### src/asr_pkg.sv
package asr_pkg;

	// Clock of the readout logic
	localparam int unsigned CLK_PERIOD_PS = 25000;

	// Conversion window, in nanoseconds
	localparam int unsigned T_CONV_MIN_NS = 500;
	localparam int unsigned T_CONV_MAX_NS = 2200;
	localparam int unsigned T_CONV_DEF_NS = 1600;

	// Least time rounds up, longest time rounds down
	localparam int unsigned CONV_MIN_CYC = (T_CONV_MIN_NS * 1000 + CLK_PERIOD_PS - 1)
		/ CLK_PERIOD_PS;
	localparam int unsigned CONV_MAX_CYC = (T_CONV_MAX_NS * 1000) / CLK_PERIOD_PS;

	// Result word and serial framing
	localparam int unsigned RES_W = 16;
	localparam int unsigned CNT_W = 8;
	localparam int unsigned BITCNT_W = 5;
	localparam logic [BITCNT_W-1:0] CS_RELEASE_EDGE = 5'h11;
	localparam int unsigned SYNC_W = 4;

	// Positions inside the synchronised pin vector
	localparam int unsigned PIN_STB = 0;
	localparam int unsigned PIN_SDI = 1;
	localparam int unsigned PIN_SCK = 2;
	localparam int unsigned PIN_HEAD = 3;

	typedef enum logic [1:0] {
		ASR_MODE_SEL = 2'b00,
		ASR_MODE_CHAIN = 2'b01,
		ASR_MODE_CHAIN_BUSY = 2'b10
	} asr_mode_t;

	typedef enum logic [2:0] {
		ASR_ST_IDLE = 3'b000,
		ASR_ST_CONV = 3'b001,
		ASR_ST_WAIT_SEL = 3'b010,
		ASR_ST_BUSY_WAIT = 3'b011,
		ASR_ST_SHIFT = 3'b100,
		ASR_ST_DONE = 3'b101
	} asr_state_t;

endpackage

### src/asr_top.sv
`timescale 1ns/1ps
module asr_top #(
	parameter int unsigned CONV_NS = asr_pkg::T_CONV_DEF_NS
) (
	// Clock and reset
	input wire logic clk_i,
	input wire logic arst_n_i,
	// Host pins, asynchronous to clk_i
	input wire logic convert_strobe_i,
	input wire logic select_serial_in_i,
	input wire logic shift_clk_i,
	// Board strap: high on the chain member whose input is grounded
	input wire logic chain_head_i,
	// Converter core result, same clock domain
	input wire logic [asr_pkg::RES_W-1:0] conv_result_i,
	// Serial output pin
	output logic serial_result_out_o,
	output logic serial_result_oe_o,
	// Converter core status
	output logic converting_o,
	output logic power_down_o
);
	import asr_pkg::*;

	localparam logic [CNT_W-1:0] CONV_CYC =
		CNT_W'((CONV_NS * 1000 + CLK_PERIOD_PS - 1) / CLK_PERIOD_PS);

	logic [SYNC_W-1:0] pins_async;
	logic [SYNC_W-1:0] pins_sync;
	logic stb_s;
	logic sdi_s;
	logic sck_s;
	logic head_s;
	logic stb_prev_reg;
	logic sdi_prev_reg;
	logic sck_prev_reg;
	logic stb_rise;
	logic sdi_rise;
	logic sdi_fall;
	logic sck_fall;

	asr_state_t state_reg;
	asr_mode_t mode_reg;
	logic [CNT_W-1:0] conv_cnt_reg;
	logic [BITCNT_W-1:0] edge_cnt_reg;
	logic lead_reg;
	logic conv_end;
	logic [RES_W-1:0] sh_q;
	logic sh_load;
	logic sh_shift;
	logic [CNT_W-1:0] conv_len_reg;

	function automatic logic is_readout(input asr_state_t s);
		is_readout = (s == ASR_ST_BUSY_WAIT) || (s == ASR_ST_SHIFT) || (s == ASR_ST_DONE);
	endfunction

	assign pins_async = {chain_head_i, shift_clk_i, select_serial_in_i, convert_strobe_i};

	asr_sync #(
		.W(SYNC_W)
	) u_sync (
		.clk_i(clk_i),
		.arst_n_i(arst_n_i),
		.async_i(pins_async),
		.sync_o(pins_sync)
	);

	assign stb_s = pins_sync[PIN_STB];
	assign sdi_s = pins_sync[PIN_SDI];
	assign sck_s = pins_sync[PIN_SCK];
	assign head_s = pins_sync[PIN_HEAD];

	always_ff @(posedge clk_i or negedge arst_n_i) begin
		if (!arst_n_i) begin
			stb_prev_reg <= 1'b0;
			sdi_prev_reg <= 1'b0;
			sck_prev_reg <= 1'b0;
		end else begin
			stb_prev_reg <= stb_s;
			sdi_prev_reg <= sdi_s;
			sck_prev_reg <= sck_s;
		end
	end

	assign stb_rise = stb_s && !stb_prev_reg;
	assign sdi_rise = sdi_s && !sdi_prev_reg;
	assign sdi_fall = !sdi_s && sdi_prev_reg;
	assign sck_fall = !sck_s && sck_prev_reg;

	// Conversion timer on the internal clock
	always_ff @(posedge clk_i or negedge arst_n_i) begin
		if (!arst_n_i) begin
			conv_cnt_reg <= '0;
		end else if (stb_rise && state_reg != ASR_ST_CONV) begin
			conv_cnt_reg <= CONV_CYC;
		end else if (state_reg == ASR_ST_CONV && conv_cnt_reg != '0) begin
			conv_cnt_reg <= conv_cnt_reg - CNT_W'(1);
		end
	end

	assign conv_end = (state_reg == ASR_ST_CONV) && (conv_cnt_reg == CNT_W'(1));

	// Mode is fixed by the levels seen at the strobe rise
	always_ff @(posedge clk_i or negedge arst_n_i) begin
		if (!arst_n_i) begin
			mode_reg <= ASR_MODE_SEL;
		end else if (stb_rise && state_reg != ASR_ST_CONV) begin
			if (sdi_s) begin
				mode_reg <= ASR_MODE_SEL;
			end else if (sck_s) begin
				mode_reg <= ASR_MODE_CHAIN_BUSY;
			end else begin
				mode_reg <= ASR_MODE_CHAIN;
			end
		end
	end

	// A conversion, once started, ignores the strobe until it ends
	always_ff @(posedge clk_i or negedge arst_n_i) begin
		if (!arst_n_i) begin
			state_reg <= ASR_ST_IDLE;
		end else begin
			case (state_reg)
				ASR_ST_CONV: begin
					if (conv_end) begin
						if (mode_reg == ASR_MODE_CHAIN) begin
							state_reg <= ASR_ST_SHIFT;
						end else if (mode_reg == ASR_MODE_CHAIN_BUSY || !sdi_s) begin
							state_reg <= ASR_ST_BUSY_WAIT;
						end else begin
							state_reg <= ASR_ST_WAIT_SEL;
						end
					end
				end
				default: begin
					if (stb_rise) begin
						state_reg <= ASR_ST_CONV;
					end else if (!stb_s) begin
						state_reg <= ASR_ST_IDLE;
					end else if (state_reg == ASR_ST_WAIT_SEL && sdi_fall) begin
						state_reg <= ASR_ST_SHIFT;
					end else if (mode_reg == ASR_MODE_SEL && is_readout(state_reg)
						&& (sdi_rise || (sck_fall && edge_cnt_reg == CS_RELEASE_EDGE
						- BITCNT_W'(1)))) begin
						state_reg <= ASR_ST_DONE;
					end else if (state_reg == ASR_ST_BUSY_WAIT && sck_fall) begin
						state_reg <= ASR_ST_SHIFT;
					end
				end
			endcase
		end
	end

	// Falling clock edges seen during readout
	always_ff @(posedge clk_i or negedge arst_n_i) begin
		if (!arst_n_i) begin
			edge_cnt_reg <= '0;
		end else if (state_reg == ASR_ST_CONV) begin
			edge_cnt_reg <= '0;
		end else if (is_readout(state_reg) && sck_fall && edge_cnt_reg != CS_RELEASE_EDGE) begin
			edge_cnt_reg <= edge_cnt_reg + BITCNT_W'(1);
		end
	end

	// Busy modes spend the first fall presenting the MSB without shifting
	always_ff @(posedge clk_i or negedge arst_n_i) begin
		if (!arst_n_i) begin
			lead_reg <= 1'b0;
		end else if (conv_end) begin
			lead_reg <= (mode_reg == ASR_MODE_CHAIN_BUSY) || (mode_reg == ASR_MODE_SEL && !sdi_s);
		end else if (sck_fall) begin
			lead_reg <= 1'b0;
		end
	end

	assign sh_load = conv_end;
	assign sh_shift = sck_fall && is_readout(state_reg) && !lead_reg
		&& state_reg == ASR_ST_SHIFT;

	asr_shifter u_shift (
		.clk_i(clk_i),
		.arst_n_i(arst_n_i),
		.load_i(sh_load),
		.shift_i(sh_shift),
		.load_data_i(conv_result_i),
		.ser_i(sdi_s),
		.q_o(sh_q)
	);

	// Output pin; while shifting, the value changes only on clock falls, so it holds across the rise
	always_ff @(posedge clk_i or negedge arst_n_i) begin
		if (!arst_n_i) begin
			serial_result_out_o <= 1'b0;
			serial_result_oe_o <= 1'b0;
		end else if (!stb_s && !sdi_s) begin
			serial_result_out_o <= 1'b0;
			serial_result_oe_o <= 1'b1;
		end else if (!stb_s || state_reg == ASR_ST_DONE) begin
			serial_result_oe_o <= 1'b0;
		end else if (stb_rise && state_reg != ASR_ST_CONV) begin
			serial_result_oe_o <= !sdi_s;
			serial_result_out_o <= 1'b0;
		end else if (state_reg == ASR_ST_BUSY_WAIT && mode_reg == ASR_MODE_CHAIN_BUSY
			&& !sck_fall) begin
			serial_result_oe_o <= 1'b1;
			serial_result_out_o <= head_s || sdi_s;
		end else if (conv_end && mode_reg == ASR_MODE_CHAIN) begin
			serial_result_oe_o <= 1'b1;
			serial_result_out_o <= conv_result_i[RES_W-1];
		end else if (conv_end && (mode_reg == ASR_MODE_CHAIN_BUSY || !sdi_s)) begin
			serial_result_oe_o <= 1'b1;
			serial_result_out_o <= 1'b0;
		end else if (state_reg == ASR_ST_WAIT_SEL && sdi_fall) begin
			serial_result_oe_o <= 1'b1;
			serial_result_out_o <= sh_q[RES_W-1];
		end else if (is_readout(state_reg) && sck_fall) begin
			serial_result_oe_o <= 1'b1;
			if (mode_reg == ASR_MODE_SEL && edge_cnt_reg == CS_RELEASE_EDGE - BITCNT_W'(1)) begin
				serial_result_oe_o <= 1'b0;
			end else if (lead_reg) begin
				serial_result_out_o <= sh_q[RES_W-1];
			end else begin
				serial_result_out_o <= sh_q[RES_W-2];
			end
		end
	end

	// Core runs only while converting
	always_ff @(posedge clk_i or negedge arst_n_i) begin
		if (!arst_n_i) begin
			converting_o <= 1'b0;
			power_down_o <= 1'b1;
		end else begin
			converting_o <= (stb_rise && state_reg != ASR_ST_CONV)
				|| (state_reg == ASR_ST_CONV && !conv_end);
			power_down_o <= !((stb_rise && state_reg != ASR_ST_CONV)
				|| (state_reg == ASR_ST_CONV && !conv_end));
		end
	end

	// Measured length, so a bad load value or a stuck timer shows up
	always_ff @(posedge clk_i or negedge arst_n_i) begin
		if (!arst_n_i) begin
			conv_len_reg <= '0;
		end else if (!converting_o) begin
			conv_len_reg <= '0;
		end else if (conv_len_reg != '1) begin
			conv_len_reg <= conv_len_reg + CNT_W'(1);
		end
	end

	a_conv_window: assert property (@(posedge clk_i) disable iff (!arst_n_i)
		$fell(converting_o) |-> (conv_len_reg >= CNT_W'(CONV_MIN_CYC)
		&& conv_len_reg <= CNT_W'(CONV_MAX_CYC)))
		else $error("conversion window out of range");

	a_mode_latch: assert property (@(posedge clk_i) disable iff (!arst_n_i)
		(stb_rise && state_reg != ASR_ST_CONV && sdi_s) |=> mode_reg == ASR_MODE_SEL)
		else $error("select mode not latched");

	a_chain_busy_pick: assert property (@(posedge clk_i) disable iff (!arst_n_i)
		(stb_rise && state_reg != ASR_ST_CONV && !sdi_s && sck_s)
		|=> mode_reg == ASR_MODE_CHAIN_BUSY)
		else $error("chain busy mode not latched");

	a_chain_plain_pick: assert property (@(posedge clk_i) disable iff (!arst_n_i)
		(stb_rise && state_reg != ASR_ST_CONV && !sdi_s && !sck_s)
		|=> mode_reg == ASR_MODE_CHAIN)
		else $error("chain mode not latched");

	a_start_release: assert property (@(posedge clk_i) disable iff (!arst_n_i)
		(stb_rise && state_reg != ASR_ST_CONV && sdi_s)
		|=> !serial_result_oe_o && state_reg == ASR_ST_CONV)
		else $error("select start did not release output");

	a_both_low_drive: assert property (@(posedge clk_i) disable iff (!arst_n_i)
		(!stb_s && !sdi_s) |=> serial_result_oe_o && !serial_result_out_o)
		else $error("output not driven low");

	a_sel_busy_low: assert property (@(posedge clk_i) disable iff (!arst_n_i)
		(conv_end && mode_reg == ASR_MODE_SEL && !sdi_s && stb_s)
		|=> serial_result_oe_o && !serial_result_out_o)
		else $error("busy low missing");

	a_chain_msb: assert property (@(posedge clk_i) disable iff (!arst_n_i)
		(conv_end && mode_reg == ASR_MODE_CHAIN && stb_s)
		|=> serial_result_oe_o && serial_result_out_o == $past(conv_result_i[RES_W-1]))
		else $error("chain MSB not presented");

	a_release_sdi: assert property (@(posedge clk_i) disable iff (!arst_n_i)
		(mode_reg == ASR_MODE_SEL && state_reg == ASR_ST_SHIFT && stb_s && sdi_rise)
		|=> ##1 !serial_result_oe_o)
		else $error("output not released on select rise");

	a_power_down: assert property (@(posedge clk_i) disable iff (!arst_n_i)
		conv_end |=> power_down_o && !converting_o)
		else $error("core not powered down");

endmodule

### src/asr_sync.sv
`timescale 1ns/1ps
module asr_sync #(
	parameter int unsigned W = 1
) (
	// Clock and reset
	input wire logic clk_i,
	input wire logic arst_n_i,
	// Asynchronous levels in, synchronised levels out
	input wire logic [W-1:0] async_i,
	output logic [W-1:0] sync_o
);

	logic [W-1:0] meta_reg;

	// First stage feeds only the second stage
	always_ff @(posedge clk_i or negedge arst_n_i) begin
		if (!arst_n_i) begin
			meta_reg <= '0;
			sync_o <= '0;
		end else begin
			meta_reg <= async_i;
			sync_o <= meta_reg;
		end
	end

endmodule

### src/asr_shifter.sv
`timescale 1ns/1ps
module asr_shifter (
	// Clock and reset
	input wire logic clk_i,
	input wire logic arst_n_i,
	// Control
	input wire logic load_i,
	input wire logic shift_i,
	input wire logic [asr_pkg::RES_W-1:0] load_data_i,
	input wire logic ser_i,
	// Register contents
	output logic [asr_pkg::RES_W-1:0] q_o
);
	import asr_pkg::*;

	// Load has priority so a fresh result never loses its MSB
	always_ff @(posedge clk_i or negedge arst_n_i) begin
		if (!arst_n_i) begin
			q_o <= '0;
		end else if (load_i) begin
			q_o <= load_data_i;
		end else if (shift_i) begin
			q_o <= {q_o[RES_W-2:0], ser_i};
		end
	end

endmodule

### config.mk
export PLATFORM = sky130hd
export DESIGN_NAME = asr_top
export DESIGN_NICKNAME = d
export VERILOG_FILES = /design/src/asr_pkg.sv /design/src/asr_top.sv /design/src/asr_sync.sv /design/src/asr_shifter.sv
export SDC_FILE = /design/constraint.sdc
export NUM_CORES = 1
export LEC_CHECK = 0
export ABC_AREA = 1
export BUFFER_PORTS_ARGS = -buffer_cell sky130_fd_sc_hd__buf_2
export CAP_MARGIN = 0
export CORE_MARGIN = 5
export CORE_UTILIZATION = 60
export CTS_CLUSTER_SIZE = 14
export DETAILED_ROUTE_END_ITERATION = 8
export GPL_ROUTABILITY_DRIVEN = 0
export PLACE_DENSITY_LB_ADDON = 0.05
export SYNTH_ARGS = -nofsm -noshare
export SYNTH_HDL_FRONTEND = slang
export SYNTH_SLANG_ARGS = --single-unit
### constraint.sdc
create_clock -name clk_i -period 2.58 [get_ports clk_i]
set_input_delay 0.129 -clock clk_i [delete_from_list [all_inputs] [get_ports clk_i]]
set_output_delay 0.129 -clock clk_i [all_outputs]
set_load 0.1 [all_outputs]
==> Yosys cells after proc, flatten, opt, wreduce, memory -nomap -nowiden <==
Cells that the tools add are included.
{ "word_totals": {"in_bits": 22, "register_bits": 50, "output_inout_bits": 4, "wordCells": 121} }
{ "classes": {"n_addsub": 2, "n_reduce_logical": 51, "muxes": 38, "eq_ne": 15} }
{ "op_table": {"columns": ["operator", "count"], "rows": [
  ["16-bit two-way mux", 2],
  ["1-bit logical AND", 24],
  ["3-bit two-way mux", 8],
  ["1-bit two-way mux", 22],
  ["8-bit two-way mux", 2],
  ["8-bit nonzero test", 2],
  ["5-bit two-way mux", 2],
  ["1-bit zero test", 9],
  ["8-bit by 1-bit equality test with 1-bit output, second input constant", 1],
  ["1-bit logical OR", 8],
  ["2-bit nonzero test", 4],
  ["8-bit by 1-bit subtractor with 8-bit output, second input constant", 1],
  ["7-bit != test, second input constant", 1],
  ["7-bit nonzero test", 1],
  ["3-bit by 2-bit equality test with 1-bit output, second input constant", 2],
  ["3-bit equality test, second input constant", 2],
  ["6-bit != test, second input constant", 1],
  ["5-bit by 1-bit adder with 5-bit output, second input constant", 1],
  ["5-bit equality test, second input constant", 1],
  ["5-bit != test, second input constant", 1],
  ["2-bit two-way mux", 2],
  ["2-bit != test, second input constant", 2],
  ["3-bit by 1-bit equality test with 1-bit output, second input constant", 1],
  ["3-bit by 1-bit != test with 1-bit output, second input constant", 1],
  ["5 further kinds", 5]
]} }

==> Depth between registers and ports, before layout <==
{ "logic_depth": {"ltp_word": 12, "depth_mapped": 11, "ltp_nobuf": 11} }

==> Cells and area by module <==
From an unflattened synthesis, not the netlist that was laid out.
{ "unflattened": {"hier_cells": 310, "area_unflattened_um2": 2607.5} }
{ "by_module_without_submodules": {"columns": ["module", "cells_each", "n_inst", "area_per_inst_um2"], "rows": [
  ["asr_top", 214, 1, 1645.3],
  ["asr_shifter", 88, 1, 762.0],
  ["asr_sync", 8, 1, 200.2]
]} }

==> Least setup slack after synthesis <==
OpenSTA, ideal clock, no wires.
{ "synth_timing": {"path_kind": "register to register", "startpoint": "register conv_cnt_reg[1]", "endpoint": "register u_shift.q_o[12] (netlist bit)", "arrival_time_ns": 1.265, "required_ns": 2.443, "path_slack_ns": 1.178, "period_less_slack_ns": 1.402, "stages_incl_launch_ff": 9, "path_cell_list": "dfrtp_1 inv_1 ha_1 nand2_2 nor2_4 nand2_4 nand2_2 buf_4 o221ai_1"} }
{ "synth_between": {"elab_chain_cells": 3, "word_cells_on_any_way": 4, "classes_between": "1 x eq/ne; 1 x mux; 2 x reduce/logical"} }
{ "synth_lines": {"columns": ["element", "line", "text"], "rows": [
  ["start, declared", "asr_top.sv:44", "logic [CNT_W-1:0] conv_cnt_reg;"],
  ["start signal, assigned", "asr_top.sv:97", "conv_cnt_reg <= conv_cnt_reg - CNT_W'(1);"],
  ["8-bit by 1-bit equality test with 1-bit output *", "asr_top.sv:101", "assign conv_end = (state_reg == ASR_ST_CONV) && (conv_cnt_reg == CNT_W'(1));"],
  ["1-bit logical AND *", "asr_top.sv:101", null],
  ["16-bit two-way mux or 2-bit nonzero test (tied branches)", null, null],
  ["end signal, assigned", "asr_shifter.sv:21", "q_o <= load_data_i;"],
  ["end signal, assigned", "asr_shifter.sv:23", "q_o <= {q_o[RES_W-2:0], ser_i};"],
  ["end, declared", "asr_shifter.sv:12", "output logic [asr_pkg::RES_W-1:0] q_o"]
]} }
Every way passes the cells marked *; elsewhere a longest branch is shown, timed or not.
A chain may end at the register's enable or synchronous reset.

==> Worst setup path after layout <==
{ "layout_timing": {"startpoint": "register state_reg[1]", "endpoint": "register u_shift.q_o[5] (netlist bit)"} }
{ "layout_between": {"elab_chain_cells": 7, "word_cells_on_any_way": 12, "classes_between": "4 x eq/ne; 1 x mux; 7 x reduce/logical"} }
{ "layout_lines": {"columns": ["element", "line", "text"], "rows": [
  ["start, declared", "asr_top.sv:42", "asr_state_t state_reg;"],
  ["start signal, assigned", "asr_top.sv:121", "state_reg <= ASR_ST_IDLE;"],
  ["start signal, assigned", "asr_top.sv:127", "state_reg <= ASR_ST_SHIFT;"],
  ["start signal, assigned", "asr_top.sv:129", "state_reg <= ASR_ST_BUSY_WAIT;"],
  ["3-bit by 2-bit equality test with 1-bit output or 3-bit equality test (tied branches)", "asr_top.sv:54, asr_top.sv:178", null],
  ["1-bit logical OR (2 in series)", "asr_top.sv:54", "is_readout = (s == ASR_ST_BUSY_WAIT) || (s == ASR_ST_SHIFT) || (s == ASR_ST_DONE);"],
  ["1-bit logical AND (2 in series)", "asr_top.sv:177", "assign sh_shift = sck_fall && is_readout(state_reg) && !lead_reg"],
  ["1-bit logical AND", "asr_top.sv:178", "&& state_reg == ASR_ST_SHIFT;"],
  ["2-bit nonzero test (no line)", null, null]
]} }
Several ways; a longest one is shown, not always the timed one.

==> Flow_metrics.wiki <==
{| class="wikitable"
! Metric !! Value
|-
| Area enclosed by the die boundary || 5620 µm²
|-
| Net total in the final layout || 359
|-
| Commonest register cell after synthesis || sky130_fd_sc_hd__dfrtp_1
|-
| Vias in the first global route || 1880
|-
| Buffer and inverter count on the worst path || 2
|-
| Sequence of cells on the critical path || inv_1 > nand2_1 > inv_1 > nand3_2 > nand2_2 > o221ai_1
|-
| Number of storage elements in the synthesis netlist || 50
|-
| Overall die height || 74.9 µm
|-
| FP Rows || 23
|-
| Clock Sinks || 50
|-
| Number of iterations in the first detailed-routing pass || 5
|-
| Setup Crit Path Kind || reg2reg
|-
| Crit. End Element || flip-flop
|-
| Syn_nets || about 330
|-
| Min Tclk post-route || ~1600 ps
|-
| Arrival time of the worst setup path || 1810 ps
|-
| Num ports || 26
|-
| Chip width || 74.9 µm
|-
| Number of enable flip-flop cells after synthesis || 0
|-
| Root buffer cell || sky130_fd_sc_hd__clkbuf_8
|-
| Relative slew slack || between 60% and 70%
|-
| Count of filler cells inserted in the layout || 315
|-
| Result of the run || completed
|-
| Ratio of cells with drive above 1 in the final layout || around 17%
|-
| Period utilisation layout || 63.5%
|-
| Post-detail-place hpwl || 3.75 mm
|-
| Worst-path fanout max || 19
|-
| Hold violation count in the final report || 0
|-
| Residual DRC count || 0
|-
| Residual overflow from global routing || 0
|-
| Post-DR wirelength/cell || approximately 13 µm
|-
| Simple-gate area share of the yosys netlist || approximately 25%
|-
| Classification of the worst-slack hold path || in2reg
|-
| Layout Skew || 8.03 ps
|-
| Async set or reset register ratio after synthesis || 100%
|-
| Pwr/cell area || around 1100 nW/µm²
|-
| Maximum operating frequency || between 600 and 700 MHz
|-
| Required time worst endpoint || 2750 ps
|-
| Standard cell core area || 4060 µm²
|-
| Deepest clock path buffer count || 2
|-
| Startpoint kind of the worst setup timing path || flip-flop
|-
| Overall Global Routing Usage || a little over 20%
|-
| MaxCap Viol Count || 0
|-
| Syn avg cell area || 8.52 µm²
|-
| Clock slew seen by the registers of the worst setup and hold paths || 90 ps
|-
| Total CTS buffers || 5
|-
| Via count of the routed design || just over 2k
|-
| H-tree depth reported by CTS || 2
|-
| CP peak stage delay || 410 ps
|-
| Antenna violations before repair || 0
|-
| Number of flip-flops in the largest register || 16
|-
| Wire length of the first global-routing pass || 8.83 mm
|-
| Static Leak || 0.00142 µW
|-
| Final setup TNS || 0 ps
|-
| Dominant cell type by count on the critical path || sky130_fd_sc_hd__inv_1
|-
| Fraction of the yosys area taken by sequential cells || 49.5%
|-
| Setup repair after global routing missed its margin || no
|-
| Area growth syn-to-layout || 13.0%
|-
| Count of cell types in the netlist || 31
|-
| Worst-margin pin slew || 486 ps
|-
| Port-buffer cells || 25
|-
| Maximum number of pins on one net before global-route repair || 30
|-
| Syn. warnings || 0
|-
| Cell count after synthesis || 297
|-
| ANT cells || 0
|-
| Mean number of vias per cell || 5.33
|-
| Number of nets with antenna violations after detailed routing || 0
|-
| Total Wirelength || 4.99 mm
|-
| Max-slew violation count || 0
|-
| Critical path's slowest cell || sky130_fd_sc_hd__dfrtp_1
|-
| Mux cell area share after synthesis || 0%
|-
| Worst-skew pair later-pin latency || 300 ps
|-
| Buffers inserted during post-CTS setup optimization || 0
|-
| Family with the most delay on the worst path || simple AND/OR/NAND/NOR gates
|-
| Iter 0 DRT Violations || 134
|-
| Dominant combinational cell family by area after synthesis || simple AND/OR/NAND/NOR gates
|-
| Initial standard-cell utilization of the core || 62.3%
|-
| Compound-Gate Fraction of Synth Area || 12.9%
|-
| Worst hold slack after final layout || 29.6 ps
|-
| Synth Area in Adders || under 10%
|-
| Synthesized-area fraction occupied by xor and xnor cells || 0.346%
|-
| Worst vdd rail ir drop || 695 µV
|-
| Post-synthesis instance area || 2530 µm²
|-
| Endpoints failing setup || 0
|-
| Clock tree from TritonCTS || built
|}
## worst reg2reg max path, cell delays in order (launching register included)
cell                       delay, ps
sky130_fd_sc_hd__dfrtp_1         410
sky130_fd_sc_hd__inv_1           120
sky130_fd_sc_hd__nand2_1          80
sky130_fd_sc_hd__inv_1            80
sky130_fd_sc_hd__nand3_2         310
sky130_fd_sc_hd__nand2_2         350
sky130_fd_sc_hd__o221ai_1        150
## metal layers
metal | track usage, % | vias to the layer above | part of all wire, %
met5 | 0 | - | 0
met4 | 4.15 | 0 | 1.0
met3 | 4.54 | 6 | 4.2
met2 | 31.3 | 46 | 45
met1 | 29.4 | 949 | 50
li1 | - | 1036 | -
## final timing paths
| path | startpoint | end | slack, ps | depth (start not counted) |
|---|---|---|---|---|
| max | state_reg[1] | u_shift.q_o[5] | 940 | 6 |
| min | conv_result_i[2] | u_shift.q_o[2] | 30 | 3 |
| max reg2reg | state_reg[1] | u_shift.q_o[5] | 940 | 6 |
| min reg2reg | u_sync.meta_reg[0] | u_sync.sync_o[0] | 360 | 0 |
| max in group asynchronous | arst_n_i | sck_prev_reg | 1540 | 3 |
| min in group asynchronous | arst_n_i | u_shift.q_o[11] | 310 | 2 |
## power breakdown
group	internal, µW	total [µW]	switching, µW	leakage [µW]
combinational	392	1290	900	0.000755
sequential	1050	1210	161	0.000612
clock	289	547	258	0.0000514
total	1730	3050	1320	0.00142
## cell type report
cell class / count / area, µm² / share of cell area, %
clock buffer: 6 / 72.6 / 2.54
clock inverter: 2 / 37.5 / 1.31
timing repair buffer: 31 / 183 / 6.39
multi-input combinational: 193 / 1050 / 36.9
sequential: 50 / 1250 / 43.8
tap: 50 / 62.6 / 2.19
inverter: 50 / 195 / 6.83
## metrics by stage
stage	total power, µW	cell area (µm²)	instances	util, %	worst slack, ps
floorplan	2250	2530	297	-	1180
global placement	2480	2700	369	66.5	992
detailed placement	2510	2700	369	66.5	956
CTS	3060	2860	382	70.4	940
global route	3300	2860	382	70.4	750
finish	3050	2860	382	70.4	943
## cells in the mapped netlist, types with 2 or more instances
cell,number,area [µm²]
sky130_fd_sc_hd__dfrtp_1,49,1230
sky130_fd_sc_hd__inv_2,2,7.51
sky130_fd_sc_hd__nand2_2,4,25.0
sky130_fd_sc_hd__nand2_1,59,221
sky130_fd_sc_hd__ha_1,6,75.1
sky130_fd_sc_hd__o22ai_1,2,12.5
sky130_fd_sc_hd__inv_1,46,173
sky130_fd_sc_hd__nand4_1,4,25.0
sky130_fd_sc_hd__o21ai_1,2,10.0
sky130_fd_sc_hd__o221ai_1,10,87.6
sky130_fd_sc_hd__buf_4,3,22.5
sky130_fd_sc_hd__a21oi_1,7,35.0
sky130_fd_sc_hd__nand3_2,2,20.0
sky130_fd_sc_hd__nor2_1,27,101
sky130_fd_sc_hd__nand2_4,2,22.5
sky130_fd_sc_hd__nand3_1,24,120
sky130_fd_sc_hd__o211ai_1,5,37.5
sky130_fd_sc_hd__a31oi_1,2,12.5
sky130_fd_sc_hd__nor3_1,3,15.0
sky130_fd_sc_hd__o21ai_0,20,100
sky130_fd_sc_hd__o21a_1,2,15.0
sky130_fd_sc_hd__nor2_4,3,33.8
sky130_fd_sc_hd__nor2_2,5,31.3
## cells in the final DEF (no fill, tap or decap), drive strengths merged
| cell type | netlist | final |
|---|---|---|
| o221ai | 10 | 10 |
| clkinvlp | 0 | 1 |
| o211ai | 5 | 5 |
| bufinv | 0 | 1 |
| o22ai | 2 | 2 |
| nor3 | 3 | 3 |
| xor2 | 1 | 1 |
| inv | 49 | 49 |
| clkbuf | 0 | 6 |
| nand2 | 65 | 65 |
| nor2 | 35 | 35 |
| o21a | 2 | 2 |
| dlygate4sd3 | 0 | 5 |
| a21oi | 7 | 7 |
| nand3b | 1 | 1 |
| o21ai | 23 | 23 |
| clkinv | 1 | 1 |
| nand3 | 27 | 27 |
| nand4 | 4 | 4 |
| a31oi | 2 | 2 |
| ha | 6 | 6 |
| buf | 4 | 26 |
| dfstp | 1 | 1 |
| dfrtp | 49 | 49 |
## logic make-up after synthesis
group                    after synthesis
XOR/XNOR                               1
flip-flops                            50
adder cells (fa/ha/maj)                6
buffers and inverters                 54
AO/OA/AOI/OAI                         51
AND/OR/NAND/NOR                      135
## what timing repair did
action | 4_1_cts | 5_1_grt
resized for setup | 0 | 0
hold endpoints to repair | 24 | 0
hold buffers | 5 | 0
No activity file was read; power rests on OpenSTA's default activity.
